[config.mk]
export PLATFORM = sky130hd
export DESIGN_NAME = nasc_regbank
export DESIGN_NICKNAME = d
export VERILOG_FILES = /design/src/nasc_pkg.sv /design/src/nasc_switch_decode.sv /design/src/nasc_regbank.sv
export SDC_FILE = /design/constraint.sdc
export NUM_CORES = 1
export LEC_CHECK = 0
export ABC_AREA = 1
export BUFFER_PORTS_ARGS = -buffer_cell sky130_fd_sc_hd__buf_2
export CAP_MARGIN = 10
export CORE_MARGIN = 3
export CORE_UTILIZATION = 58
export CTS_CLUSTER_SIZE = 40
export DETAILED_ROUTE_END_ITERATION = 10
export GPL_ROUTABILITY_DRIVEN = 0
export PLACE_DENSITY = 0.78
export SETUP_SLACK_MARGIN = 0.2
export SYNTH_ARGS = -nofsm -noshare
export SYNTH_HDL_FRONTEND = slang
export SYNTH_SLANG_ARGS = --single-unit
[constraint.sdc]
create_clock -name clk -period 6.69 [get_ports clk]
set_input_delay 1.338 -clock clk [delete_from_list [all_inputs] [get_ports clk]]
set_output_delay 1.338 -clock clk [all_outputs]
set_load 0.01 [all_outputs]
[src/nasc_pkg.sv]
package nasc_pkg;

    // --------------------------------------------------------------
    // Register indices (one 16-bit register each)
    // --------------------------------------------------------------
    localparam logic [15:0] NASC_CFG_HI = 16'h4011;
    localparam logic [15:0] NASC_CFG_LO = 16'h4012;
    localparam logic [15:0] NASC_PCODE_HI = 16'h4014;
    localparam logic [15:0] NASC_PCODE_LO = 16'h4015;
    localparam logic [15:0] NASC_PNAME_FIRST = 16'h4016;
    localparam logic [15:0] NASC_PNAME_LAST = 16'h4035;
    localparam logic [15:0] NASC_IN_IMG = 16'h4036;
    localparam logic [15:0] NASC_OUT_IMG = 16'h4037;
    localparam logic [15:0] NASC_ALIAS_STORED = 16'h4100;
    localparam logic [15:0] NASC_ALIAS_ACTIVE = 16'h4101;
    localparam logic [15:0] NASC_ALIAS_CHAIN = 16'h4103;
    localparam logic [15:0] NASC_ID_STORED = 16'h4104;

    // --------------------------------------------------------------
    // Reset values and sizes
    // --------------------------------------------------------------
    localparam logic [31:0] NASC_CFG_RESET = 32'h0000_0008;
    localparam logic [15:0] NASC_IN_IMG_SIZE = 16'h0100;
    localparam logic [15:0] NASC_OUT_IMG_SIZE = 16'h0100;
    localparam int NASC_PNAME_BYTES = 32;
    localparam logic [3:0] NASC_MAX_DIGIT = 4'h9;

    // --------------------------------------------------------------
    // Field positions of the configuration word
    // --------------------------------------------------------------
    localparam int NASC_ALIAS_SEL_LSB = 0;
    localparam int NASC_ALIAS_FMT_BIT = 3;
    localparam int NASC_ID_SEL_LSB = 4;
    localparam int NASC_ID_FMT_BIT = 7;

    typedef enum logic [2:0] {
        NASC_ALIAS_FROM_REG = 3'b000,
        NASC_ALIAS_FROM_CHAIN = 3'b001,
        NASC_ALIAS_FROM_BUS = 3'b010,
        NASC_ALIAS_FROM_SWITCH = 3'b011
    } nasc_alias_src_e;

    typedef enum logic [2:0] {
        NASC_ID_FROM_REG = 3'b000,
        NASC_ID_FROM_CHAIN = 3'b001,
        NASC_ID_INVALID = 3'b010,
        NASC_ID_FROM_SWITCH = 3'b011
    } nasc_id_src_e;

    typedef struct packed {
        logic [23:0] unused;
        logic device_id_switch_format;
        logic [2:0] device_id_source_select;
        logic alias_switch_format;
        logic [2:0] alias_source_select;
    } nasc_cfg_s;

    typedef struct packed {
        logic [15:0] value;
        logic valid;
    } nasc_addr_s;

endpackage : nasc_pkg

[src/nasc_switch_decode.sv]
`timescale 1ns/10ps
`default_nettype none
module nasc_switch_decode
    import nasc_pkg::*;
(
    input wire logic bcd_format, // 1 = BCD, 0 = binary
    input wire logic [7:0] raw, // Synchronised switch value
    output nasc_addr_s decoded // Value and validity
);
    // ----------------------------------------------------------
    // Digit checks
    // ----------------------------------------------------------
    wire logic tens_ok = raw[7:4] <= NASC_MAX_DIGIT;
    wire logic units_ok = raw[3:0] <= NASC_MAX_DIGIT;
    wire logic [15:0] bcd_value =
        16'(raw[7:4]) * 16'h000A + 16'(raw[3:0]);
    wire logic bin_ok = raw <= {4'h0, NASC_MAX_DIGIT};

    assign decoded.value = bcd_format ? bcd_value : {8'h00, raw};
    assign decoded.valid = bcd_format ? tens_ok && units_ok : bin_ok;
endmodule : nasc_switch_decode
`default_nettype wire

[src/nasc_regbank.sv]
`timescale 1ns/10ps
`default_nettype none
module nasc_regbank
    import nasc_pkg::*;
#(
    parameter logic [31:0] PRODUCT_CODE_INIT = 32'h0000_0001, // arbitrary
    parameter logic [255:0] PRODUCT_NAME_INIT = 256'h4E4F4445, // arbitrary
    parameter logic [15:0] OUT_IMG_SIZE = NASC_OUT_IMG_SIZE
) (
    input wire logic clk, // 25 MHz clock
    input wire logic rst_n, // Synchronous reset, active low
    input wire logic [15:0] reg_addr, // Register index
    input wire logic [15:0] reg_wdata, // Write data
    input wire logic reg_wr, // Write strobe
    input wire logic reg_rd, // Read strobe
    output logic [15:0] reg_rdata, // Read data
    output logic reg_rvalid, // Read data valid
    input wire logic apply_cfg, // Reload active values
    input wire logic [15:0] bus_alias, // Alias from fieldbus engine
    input wire logic [7:0] alias_switch_pin, // Rotary switch, alias
    input wire logic [7:0] id_switch_pin, // Rotary switch, device ID
    input wire logic [15:0] shift_chain_input, // Alias from shift chain
    output logic [15:0] active_alias, // Alias in use
    output logic [15:0] active_device_id, // Device ID in use
    output logic [31:0] product_code_out, // Identity entry four
    output nasc_cfg_s cfg_out // Configuration word
);
    // ----------------------------------------------------------
    // Pin synchronisers
    // ----------------------------------------------------------
    logic [7:0] asw_meta_reg;
    logic [7:0] asw_reg;
    logic [7:0] isw_meta_reg;
    logic [7:0] isw_reg;
    logic [15:0] chain_meta_reg;
    logic [15:0] chain_reg;

    // Switches are quasi-static, so a plain two-stage bus sync is enough
    always_ff @(posedge clk) begin
        asw_meta_reg <= alias_switch_pin;
        asw_reg <= asw_meta_reg;
        isw_meta_reg <= id_switch_pin;
        isw_reg <= isw_meta_reg;
        chain_meta_reg <= shift_chain_input;
        chain_reg <= chain_meta_reg;
    end

    // ----------------------------------------------------------
    // Storage
    // ----------------------------------------------------------
    nasc_cfg_s cfg_reg;
    logic [31:0] pcode_reg;
    logic [7:0] pname_reg [NASC_PNAME_BYTES];
    logic [15:0] alias_stored_reg;
    logic [15:0] id_stored_reg;
    logic [15:0] alias_active_reg;
    logic [15:0] alias_active_next;
    logic [15:0] id_active_reg;
    logic [15:0] id_active_next;
    logic [15:0] rdata_reg;
    logic rvalid_reg;

    // ----------------------------------------------------------
    // Address decode
    // ----------------------------------------------------------
    function automatic logic hit(input logic [15:0] a, input logic [15:0] r);
        hit = (a == r);
    endfunction : hit

    wire logic in_pname = (reg_addr >= NASC_PNAME_FIRST) &&
        (reg_addr <= NASC_PNAME_LAST);
    wire logic [4:0] pname_idx = 5'(reg_addr - NASC_PNAME_FIRST);
    wire logic wr_cfg_hi = reg_wr && hit(reg_addr, NASC_CFG_HI);
    wire logic wr_cfg_lo = reg_wr && hit(reg_addr, NASC_CFG_LO);
    wire logic wr_pc_hi = reg_wr && hit(reg_addr, NASC_PCODE_HI);
    wire logic wr_pc_lo = reg_wr && hit(reg_addr, NASC_PCODE_LO);
    wire logic wr_pname = reg_wr && in_pname;
    wire logic wr_alias = reg_wr && hit(reg_addr, NASC_ALIAS_STORED);
    wire logic wr_id = reg_wr && hit(reg_addr, NASC_ID_STORED);

    // ----------------------------------------------------------
    // Register writes
    // ----------------------------------------------------------
    always_ff @(posedge clk) begin
        if (!rst_n) begin
            cfg_reg <= NASC_CFG_RESET;
            pcode_reg <= PRODUCT_CODE_INIT;
            alias_stored_reg <= 16'h0000;
            id_stored_reg <= 16'h0000;
        end else begin
            if (wr_cfg_hi) begin
                cfg_reg[31:16] <= reg_wdata;
            end
            if (wr_cfg_lo) begin
                cfg_reg[15:0] <= reg_wdata;
            end
            if (wr_pc_hi) begin
                pcode_reg[31:16] <= reg_wdata;
            end
            if (wr_pc_lo) begin
                pcode_reg[15:0] <= reg_wdata;
            end
            if (wr_alias) begin
                alias_stored_reg <= reg_wdata;
            end
            if (wr_id) begin
                id_stored_reg <= reg_wdata;
            end
        end
    end

    // One byte per register, low lane; first register holds first char
    genvar gi;
    generate
        for (gi = 0; gi < NASC_PNAME_BYTES; gi++) begin : g_pname
            always_ff @(posedge clk) begin
                if (!rst_n) begin
                    pname_reg[gi] <= PRODUCT_NAME_INIT[8*gi +: 8];
                end else if (wr_pname && pname_idx == 5'(gi)) begin
                    pname_reg[gi] <= reg_wdata[7:0];
                end
            end
        end
    endgenerate

    // ----------------------------------------------------------
    // Source selection
    // ----------------------------------------------------------
    nasc_addr_s alias_sw;
    nasc_addr_s id_sw;

    nasc_switch_decode u_alias_sw (
        .bcd_format(cfg_reg.alias_switch_format),
        .raw(asw_reg),
        .decoded(alias_sw)
    );

    nasc_switch_decode u_id_sw (
        .bcd_format(cfg_reg.device_id_switch_format),
        .raw(isw_reg),
        .decoded(id_sw)
    );

    // Writing the config word counts as applying it
    wire logic do_apply = apply_cfg || wr_cfg_lo || wr_cfg_hi;
    wire nasc_alias_src_e alias_src =
        nasc_alias_src_e'(cfg_reg.alias_source_select);
    wire nasc_id_src_e id_src = nasc_id_src_e'(cfg_reg.device_id_source_select);

    always_comb begin
        alias_active_next = alias_active_reg;
        unique case (alias_src)
            NASC_ALIAS_FROM_REG: alias_active_next = alias_stored_reg;
            NASC_ALIAS_FROM_BUS: alias_active_next = bus_alias;
            NASC_ALIAS_FROM_SWITCH: begin
                if (alias_sw.valid) begin
                    alias_active_next = alias_sw.value;
                end
            end
            NASC_ALIAS_FROM_CHAIN: alias_active_next = alias_active_reg;
            default: alias_active_next = alias_active_reg;
        endcase
    end

    always_comb begin
        id_active_next = id_active_reg;
        unique case (id_src)
            NASC_ID_FROM_REG: id_active_next = id_stored_reg;
            NASC_ID_FROM_SWITCH: begin
                if (id_sw.valid) begin
                    id_active_next = id_sw.value;
                end
            end
            NASC_ID_FROM_CHAIN: id_active_next = id_active_reg;
            NASC_ID_INVALID: id_active_next = id_active_reg;
            default: id_active_next = id_active_reg;
        endcase
    end

    always_ff @(posedge clk) begin
        if (!rst_n) begin
            alias_active_reg <= 16'h0000;
            id_active_reg <= 16'h0000;
        end else if (do_apply) begin
            alias_active_reg <= alias_active_next;
            id_active_reg <= id_active_next;
        end
    end

    // ----------------------------------------------------------
    // Read path
    // ----------------------------------------------------------
    logic [15:0] rd_mux;

    always_comb begin
        rd_mux = 16'h0000;
        if (in_pname) begin
            rd_mux = {8'h00, pname_reg[pname_idx]};
        end else begin
            unique case (reg_addr)
                NASC_CFG_HI: rd_mux = cfg_reg[31:16];
                NASC_CFG_LO: rd_mux = cfg_reg[15:0];
                NASC_PCODE_HI: rd_mux = pcode_reg[31:16];
                NASC_PCODE_LO: rd_mux = pcode_reg[15:0];
                NASC_IN_IMG: rd_mux = NASC_IN_IMG_SIZE;
                NASC_OUT_IMG: rd_mux = OUT_IMG_SIZE;
                NASC_ALIAS_STORED: rd_mux = alias_stored_reg;
                NASC_ALIAS_ACTIVE: rd_mux = alias_active_reg;
                NASC_ALIAS_CHAIN: rd_mux = chain_reg;
                NASC_ID_STORED: rd_mux = id_stored_reg;
                default: rd_mux = 16'h0000;
            endcase
        end
    end

    always_ff @(posedge clk) begin
        if (!rst_n) begin
            rdata_reg <= 16'h0000;
            rvalid_reg <= 1'b0;
        end else begin
            rvalid_reg <= reg_rd;
            if (reg_rd) begin
                rdata_reg <= rd_mux;
            end
        end
    end

    assign reg_rdata = rdata_reg;
    assign reg_rvalid = rvalid_reg;
    assign active_alias = alias_active_reg;
    assign active_device_id = id_active_reg;
    assign product_code_out = pcode_reg;
    assign cfg_out = cfg_reg;

    // Reference for BCD switches, built as 8x + 2x + y
    wire logic [15:0] asw_bcd_ref = 16'({asw_reg[7:4], 3'b000}) +
        16'({asw_reg[7:4], 1'b0}) + 16'(asw_reg[3:0]);
endmodule : nasc_regbank
`default_nettype wire

* After elaboration in Yosys (flattened, before gate mapping) *
Memories as Yosys holds them, arrays and structs flattened.
Cells that the tools add are included.

storage, ports and cells
  register bits = 209
  bits in writable memories = 256
  input port bits = 85
  output and inout port bits = 113
  logic and storage cells = 303
  memories = 1

memory list
  memory     depth  width  read ports  clocked after memory_dff  wr ports  RTL line            source
  pname_reg  32     8      1           0                         32        nasc_regbank.sv:53  logic [7:0] pname_reg [NASC_PNAME_BYTES];

cells by class
  add/sub/neg operators = 3
  $mul = 2
  $lt $le $gt $ge = 8
  equality and inequality tests = 46
  muxes and demuxes = 139
  bitwise gates (word level) = 32
  reduce and logical (&&, ||, !) cells = 52

operators by type and width
  cell                  number
  $mux 8                32
  $eq 16x15->1 const B  10
  $pmux 16 s9           1
  $mux 1                99
  $eq 5x5->1 const B    16
  $mux 16               5
  $pmux 16 s3           1
  $logic_and 1x1->1     42
  $eq 5x4->1 const B    8
  $or 1x1->1            32
  $pmux 16 s2           1
  $eq 5x3->1 const B    4
  $add 8x4->9           2
  $ge 16x15->1 const B  1
  $le 16x15->1 const B  1
  $le 4x4->1 const B    4
  $le 8x4->1 const B    2
  $mul 4x3->7 const B   2
  $eq 5x2->1 const B    2
  $eq 3x2->1 const B    3
  $logic_not 3->1       2
  $reduce_and 3->1      2
  $eq 5x1->1 const B    1
  $logic_not 5->1       1
  6 further kinds       8

* Depth between registers and ports, before layout *
Gate-level depths: netlist of the first run.

  depth after elaboration = 8
  mapped depth = 15
  mapped depth without buffers = 14

* Cells and area by module *
From an unflattened synthesis of the first run, not the netlist that was laid out.

unflattened totals
  cells, all modules = 2328
  area, all modules = 20965.1 µm²

modules (own cells, without submodules)
  module              times used  cells each  area an instance (µm²)  seq. area each (µm²)
  nasc_regbank        1           2166        20006.7                 11871.4
  nasc_switch_decode  2           81          479.2                   0.0

* Least setup slack after synthesis of the first run *
Ideal clock, no wire load.

  path type = input to register
  start = in reg_addr[1]
  end = mem pname_reg[10][0] (enable)
  setup time = 384 ps
  data arrival time = 3183 ps
  data required time = 6306 ps
  slack = 3123 ps
  stages on the path = 12
  buffers on the path = 3
  path through = buf_4 > nor2_2 > buf_4 > nand2_1 > nand3_2 > nand4_4 > nor2_2 > inv_2 > nor2_8 > inv_2 > clkbuf_1 > o21ai_0

RTL lines
  what             RTL line            source
  start, declared  nasc_regbank.sv:12  input wire logic [15:0] reg_addr,
  end, declared    nasc_regbank.sv:53

* Worst setup path in the final report of the first run *
  start = in reg_addr[0]
  end = reg alias_active_reg[5], in the netlist active_alias[5]

on the way
  cells in the longest elaborated chain, start to end = 5
  elaborated cells between the ends (all ways) = 7
  those cells by class = eq/ne (2); reduce/logical (5)

ends and longest elaborated chain
  what                                   RTL line             source
  $eq 16x15->1                           nasc_regbank.sv:67   hit = (a == r);
  $logic_and 1x1->1                      nasc_regbank.sv:74   wire logic wr_cfg_lo = reg_wr && hit(reg_addr, NASC_CFG_LO);
  $logic_or 1x1->1                       nasc_regbank.sv:145  wire logic do_apply = apply_cfg || wr_cfg_lo || wr_cfg_hi;
  $logic_or 1x1->1 (*)                   nasc_regbank.sv:145
  $reduce_and 3->1 (no source line) (*)  -
  end signal, assigned                   nasc_regbank.sv:185  alias_active_reg <= alias_active_next;
  end, declared                          nasc_regbank.sv:56   logic [15:0] alias_active_reg;

Every way passes the cells marked *; elsewhere a longest branch is shown, timed or not.
A chain may end at the register's enable or synchronous reset.

==> results.txt, run 1 <==
* Status: completed
- The worst hold path passes through 0 cells.
- Across every metal layer, demand over resource in global routing totals 0.3177.
- Of the cells placed in the final design, the portion with a size suffix greater than 1 is 0.1481.
- For this configuration, the core starts out at a cell density of 0.5951.
* Endpoint class of the critical path: flop
- Across the routed clock network, the largest skew measured is 0.01712 ns.
- In this run the worst setup path begins at reg_addr[0].
* Maximum fanout along the worst path: 58
- In the synthesized netlist, the number of instances is 2360.
- Port bufs: 197
* Clock slew at the register clock pins of the worst setup and hold paths: 0.06 ns
- The cell that appears most often on the critical path is nand2_1.
- Dividing the detail-routed via count by the number of cells gives about 6.0.
- In this run the critical register-to-register path is captured at active_alias[5]$_SDFFE_PN0P_.
- 198 I/O pins were placed.
- First-pass iteration count of the detailed router: 5
- Switching power: 1.469 mW
- The share of total power dissipated in combinational logic is 0.070.
- VDD sags by at most 0.2358 mV.
- Half-perimeter wire length after placement: 43.84 mm
- After detailed routing, the average wire length per cell comes to 20.91 um.
- Summed over all nets, wire length on met2 after detailed routing comes to roughly 29 mm.
- For this run the aggregate overflow at the end of global routing stands at 0.
- The die is 195.4 um tall.
- Highest-delay cell along the critical path: buf_4
- Portion of total power attributed to sequential cells: 0.509
* First-pass GRT wire length: 95.61 mm
- Number of synthesized flops with an enable pin: between 200 and 300
* Transition time of the tightest slew-check pin: 1.292 ns
- Path depth of the worst reg2reg path: 9
- The number of hold-slack violations in the final timing report was 0.
- The detailed router used layers up to and including met5.
- For this run, the top clock speed supported by timing is 222.7 MHz.
- In the routed design, unresolved DRC markers number 0.
- Total standard cell area after synthesis: 20810 um^2
* Core Area: 34970 um^2
- Final period util: 0.6711
- Setup repair after global routing left no endpoint under its margin.
* Worst reg2reg startpoint: cfg_out[3]$_SDFFE_PN1P_
- Cell internal power was estimated by the tool at about 4.7 mW.
- The number of global-route vias before repair is 16790.
* Buffering stage count on the worst path with inverters included: 5
- Yosys printed 0 warnings.
- Count of max-cap constraint violations: 0
* Critical path's top delay family: buffers and inverters
- # hold bufs at CTS: 0
* Antenna Violating Nets Remaining: 0
* Leak Pwr: around 9.6 nW
- Area growth from synthesis to final layout: 13.01%
* Worst-case register-to-register setup slack: 4.06 ns
- Met3 Routed Length: 7.531 mm
* Worst Hold Endpoint: isw_reg[3]$_DFF_P_
- Maximum number of pins on one net before global-route repair: 75
* Ys async rst share: 0
* Kind of start point of the critical path: input port
- Final setup violation count: 0
- Proportion of synthesized chip area in sequential cells: 0.5705
* FF+latch count, synth: 465
- Routed length on met1: 23.65 mm
- The final layout contains 2604 nets.
- At the worst endpoint, the required time is just over 7 ns.
- Tightest slew margin relative to the limit: 0.1354
- Of the total power, the share spent switching nets is 0.2370.
- TritonCTS built the clock tree.
- Mean instance size in the synthesized netlist: 8.818 um^2
- Biggest area contributors in the synthesized netlist: edfxtp_1, dfxtp_1, nand2_1
* WL final: about 63 mm
- Flip-flop count of the largest register, all copies and words added: 256
- The max-slew violation total from the final report came to 0.
* Area fraction in compound gates after synthesis: 0.09289
* Worst stage delay on the critical path: 0.58 ns
- Area enclosed by the die boundary: ~38000 um^2
- Of the total power, the clock network draws 0.421.
- Minimum period implied by the final worst setup slack: 4.490 ns
* Most frequently used flop master after synthesis: edfxtp_1
- Antenna violations before repair: 4
* CP Class: in -> reg
- Maximum buffer depth of the clock tree: 3
- Clock Latency Late Sink: 0.57 ns
- List of most frequent post-synthesis cells: nand2_1, nor2_1, edfxtp_1, dfxtp_1, nand3_1
- Number of different library cells in the post-synthesis netlist: 46
* Power per Cell Area: 263.7 nW/um^2
- The number of setup buffers added after CTS is 0.
* Xor and xnor area share after synthesis: 0.001684
* Area share of the largest cell type after synthesis: 0.3694
* Number of cells upsized or downsized after cts: 0
- Total Power Consumption: 6.201 mW
- After synthesis, the largest family of logic cells by area is simple AND/OR/NAND/NOR gates.
- Overall via count from detail_route: 17920
- Setup total negative slack on the finished layout was measured at 0 ns.
- In this run the clock root is driven by a clkbuf_16.
- Clock tree sinks: between 400 and 500
- Clock H-tree levels: 2
- In this run the most critical hold path is launched from isw_meta_reg[3]$_DFF_P_.
- The largest total area in the synthesized netlist belongs to edfxtp_1.
* Number of cell rows: 68
* Number of buffers inserted during clock tree synthesis: 46
- DR iter-0 viols: 2166
* Die width: 195.4 um
* Portion of netlist area occupied by mux cells: 0
* Crit path DAT: 4.95 ns
- Synthesis produced a netlist with a net count of ~2500.
- Simple-gate portion of the synthesized area: 0.2662
- Traced cell by cell, the critical path runs through buf_2 > inv_2 > nor2_4 > buf_4 > nand2_2 > nor2_2 > nand2_1 > inv_2 > nand2_2 > nand3b_4 > nand2_1 > inv_2 > nand2_1 > nand2_1 > nor2_1.
* Arithmetic-cell share of the synthesized area counting full adders, half adders and majority gates: 0.01287
- Yosys instantiated no cell more often than nand2_1.
* Class of the worst hold path: reg -> reg
[layout make-up]
class / instances / area (um^2)
multi-input cells: 1616 / 7784
repair buffers: 225 / 1196
fillers: 2733 / 11450
flip-flops and latches: 465 / 11870
well taps: 455 / 569.3
diodes: 1 / 2.502
clock buffers: 63 / 1318
clock inverters: 23 / 220.2
inverters: 146 / 555.5
[metrics by stage]
step / area, um^2 / hold slack, ns / std cells / worst slack [ns] / utilization
finish: 23520 / 0.3255 / 2994 / 2.200 / 0.6725
global route: 23520 / 0.3306 / 2994 / 1.961 / 0.6725
CTS: 23490 / 0.3262 / 2990 / 2.302 / 0.6719
detailed placement: 21960 / 0.3128 / 2904 / 1.746 / 0.6279
global placement: 21960 / 0.3111 / 2904 / 1.941 / 0.6279
floorplan: 20810 / 0.3096 / 2360 / 3.123 / -
[power groups by stage]
stage / clock network (mW) / registers [mW] / logic (mW)
2_1_floorplan: 0 / 3.20 / 0.261
3_3_place_gp: 0 / 3.21 / 0.412
3_5_place_dp: 0 / 3.22 / 0.422
4_1_cts: 2.61 / 3.15 / 0.426
5_1_grt: 2.73 / 3.16 / 0.469
6_report: 2.61 / 3.16 / 0.437
[worst reg2reg max path, delay by kind of cell (launching register included)]
kind            cells  cell delay, ns
compound gates      2            0.42
flops               1            0.63
simple gates        5            0.74
buf+inv             2            0.74
[layout by cell type, fill, tap and decap left out, types with 26 or more instances in the layout]
cell type / n
buf_2: 197
buf_4: 26
a22oi_1: 69
o21ai_0: 105
nand3_1: 148
inv_1: 121
edfxtp_1: 256
nand2_1: 570
clkbuf_16: 47
nand4_1: 34
dfxtp_1: 209
a21oi_1: 116
nor2_1: 437
[worst max-delay path by stage]
stage	end	cells past startpoint
finish	active_alias[5]$_SDFFE_PN0P_	15
global route	active_alias[7]$_SDFFE_PN0P_	14
CTS	pname_reg[23][4]$_SDFFCE_PN0P_	10
detailed placement	active_alias[5]$_SDFFE_PN0P_	15
global placement	pname_reg[6][4]$_SDFFCE_PN0P_	10
floorplan	pname_reg[10][0]$_SDFFCE_PN0P_	12
[cell families (layout without fill, tap and decap cells)]
logic type                 after synthesis  count (layout)
and+or+nand+nor                       1261            1261
DFF                                    465             465
AOI/OAI and AO/OA                      332             332
buffers and inverters                  279             457
adders and majority gates               19              19
xor gates and xnor gates                 4               4
other                                    0               1
[metal layers]
metal  up-vias  global-route usage
li1       8151                   -
met1      8345              0.4300
met2      1227              0.5052
met3       192             0.06746
met4         6              0.1241
met5         -                   0
No activity file was read; power rests on OpenSTA's default activity.
==> run 2, diff against run 1 <==
--- a/config.mk
+++ b/config.mk
@@ -9,11 +9,11 @@
 export BUFFER_PORTS_ARGS = -buffer_cell sky130_fd_sc_hd__buf_2
 export CAP_MARGIN = 10
 export CORE_MARGIN = 3
-export CORE_UTILIZATION = 58
+export CORE_UTILIZATION = 54
 export CTS_CLUSTER_SIZE = 40
 export DETAILED_ROUTE_END_ITERATION = 10
 export GPL_ROUTABILITY_DRIVEN = 0
-export PLACE_DENSITY = 0.78
+export PLACE_DENSITY = 0.77
 export SETUP_SLACK_MARGIN = 0.2
 export SYNTH_ARGS = -nofsm -noshare
 export SYNTH_HDL_FRONTEND = slang
==> constraint.sdc (replaced) <==
create_clock -name clk -period 3.6 [get_ports clk]
set_input_delay 0.72 -clock clk [delete_from_list [all_inputs] [get_ports clk]]
set_output_delay 0.72 -clock clk [all_outputs]
set_load 0.01 [all_outputs]
==> results.txt, run 2 (synthesis results as in run 1) <==
- Status: completed
- Die width: about 200 um
- Fill cells in the final layout number around 3100.
- Global-route total usage across every layer: 0.3084
* Count of max-cap constraint violations: 0
- After detailed routing, the number of vias per cell comes to 5.808.
- Clock tree synthesis found a total of ~470 sinks.
* Combinational Power Share: 0.075
* CP Class: in -> reg
* Setup clock skew after layout: about 0.019 ns
- Required arrival time at the worst endpoint: between 3 and 4 ns
- Sum of negative setup slack: 0 ns
- Antenna Violating Nets Remaining: 0
- Buffering stage count on the worst path with inverters included: 4
* Switching share of power: 0.2419
* Count of placed standard cells including taps: around 3000
- Buffer type at the clock tree root: clkbuf_16
- In this run the register-to-register setup slack is 1.12 ns.
* Core Area: 37840 um^2
- First-pass GRT wire length: 97.79 mm
* Remaining routing DRC violations: 0
* Cell internal pwr: between 8 and 9 mW
- Final Hold Viols: 0
- Class of the worst hold path: in -> reg
* Detail-routed net length per standard cell: around 21 um
- Maximum buffer depth of the clock tree: 3
* Area enclosed by the die boundary: between 40000 and 50000 um^2
* Worst-path cell chain: buf_2 > ha_1 > nand2_1 > nand2_1 > inv_1 > nor2_1 > inv_1 > nor2_1 > inv_1 > o21ai_1
* Endpoint class of the critical path: flop
- The register with the most flip-flops in the layout has 256 of them.
- For this design the top-level I/O count stands at slightly below 200.
* Highest clock frequency the design can meet: 373.7 MHz
- Commonest non-fill, non-tap cells in the layout: nand2_1, nor2_1, edfxtp_1
- After the last flow step, the layout net total stands at 2646.
* Overall overflow remaining after global route: 0
* Post-CTS Setup Inserts: 0
- In this run the cell area measured after placement is 22370 um^2.
- The worst register-to-register path has a depth of 8.
- At the pin with the least slew margin, the transition time is just under 1 ns.
- Effective utilization at floorplan: 0.5499
* Number of cells upsized or downsized after cts: 0
* Number of cell rows: 71
* Share of total power in the clock network: 0.406
- Maximum number of pins on one net before global-route repair: roughly 120
- The worst register-to-register path begins at cfg_out[3]$_SDFFE_PN1P_.
* Highest-delay cell along the critical path: o21ai_1
- Clock tree from TritonCTS: built
- Setup repair after global routing left no endpoint under its margin.
* Half-perimeter wire length after placement: 44.80 mm
* # hold bufs at CTS: 0
- Final setup violation count: 0
- Critical path's top delay family: compound AO/OA/AOI/OAI gates
- The share of total power dissipated in sequential elements is 0.519.
- Most numerous cell on the critical path: inv_1
- The initial antenna violation count is 2.
- Final non-filler cell area: 23800 um^2
- The count of buffers added on input and output ports is 197.
- Dividing the final minimum period by the clock period gives 0.7434.
- Headroom to the max-slew limit came out at 0.3466.
- Leaving out fill and tap cells, the most frequent cell in the layout is nand2_1.
- Crit path DAT: 2.88 ns
- Number of buffers inserted during clock tree synthesis: 47
- Along the worst path, the maximum fanout reaches 11.
- The first detailed-routing pass ran for 6 iterations.
- Across the VDD grid, the largest voltage drop is 0.4014 mV.
- Fraction of the core area covered by cells at the end of the flow: 0.6288
- Relative to the synthesized area, the layout overhead comes to 14.36%.
- Clock slew at the register clock pins of the worst setup and hold paths: roughly 0.060 ns
- STA classifies the critical path startpoint as an input port.
* DR iter-0 viols: 2445
* Slew Limit Fails: 0
* Clock H-tree levels: 2
* Die H: 202.3 um
- Switching power: ~2.7 mW
- Share of layout cells above drive strength 1: 0.1582
- Minimum period implied by the final worst setup slack: 2.676 ns
* End of the critical path: pname_reg[5][1]$_SDFFCE_PN0P_
- Count of placed standard cells in the final layout, fillers left out: 3092
- In this run the static leakage power is 9.747 nW.
- The endpoint identified for the worst register-to-register timing path is active_alias[7]$_SDFFE_PN0P_.
- The routed layout has 17960 vias.
- The critical path crosses 10 cells after its start point.
- Power per Cell Area: 474.9 nW/um^2
- The most critical setup path has its startpoint at reg_addr[1].
* Vias in the first global route: between 15000 and 20000
- Worst stage delay on the critical path: 0.72 ns
- WL final: between 60 and 70 mm
* Clock Latency Late Sink: roughly 0.59 ns
## run 2: layout make-up
cell class / instances / area, um^2 / area share
diodes: 2 / 5.005 / 0.0002103
clock buffers: 69 / 1324 / 0.05563
clock inverters: 17 / 100.1 / 0.004206
inverters: 146 / 555.5 / 0.02334
multi-input cells: 1616 / 7784 / 0.3271
flip-flops and latches: 465 / 11870 / 0.4988
well taps: 511 / 639.4 / 0.02687
repair buffers: 266 / 1519 / 0.06383
## run 2: per-stage QoR
step | total power [mW] | hold slack (ns) | setup WS (ns)
floorplan | 6.434 | 0.3096 | 0.6512
global placement | 6.775 | 0.3114 | 0.4861
detailed placement | 6.798 | 0.3121 | 0.3872
CTS | 11.32 | 0.2025 | 1.002
global route | 11.65 | 0.2129 | 0.6616
finish | 11.30 | 0.2203 | 0.9237
## run 2: power by group through the flow
stage / logic (mW) / registers (mW) / clock network [mW]
6_report: 0.850 / 5.86 / 4.59
5_1_grt: 0.912 / 5.88 / 4.86
4_1_cts: 0.829 / 5.86 / 4.63
3_5_place_dp: 0.823 / 5.98 / 0
3_3_place_gp: 0.807 / 5.97 / 0
2_1_floorplan: 0.485 / 5.95 / 0
## run 2: how the worst min path moves through the flow
stage                            startpoint                   endpoint  cells after the start
floorplan           asw_meta_reg[0]$_DFF_P_         asw_reg[0]$_DFF_P_                      0
global placement    asw_meta_reg[6]$_DFF_P_         asw_reg[6]$_DFF_P_                      0
detailed placement  asw_meta_reg[5]$_DFF_P_         asw_reg[5]$_DFF_P_                      0
CTS                    shift_chain_input[6]  chain_meta_reg[6]$_DFF_P_                      1
global route           shift_chain_input[7]  chain_meta_reg[7]$_DFF_P_                      1
finish                 shift_chain_input[6]  chain_meta_reg[6]$_DFF_P_                      1
## run 2: per-layer routing
metal	up-vias	track usage	wire length [um]
met5	-	0	13
met4	2	0.1566	3737
met3	218	0.05540	7471
met2	1142	0.4823	28740
met1	8350	0.4154	24010
li1	8247	-	-
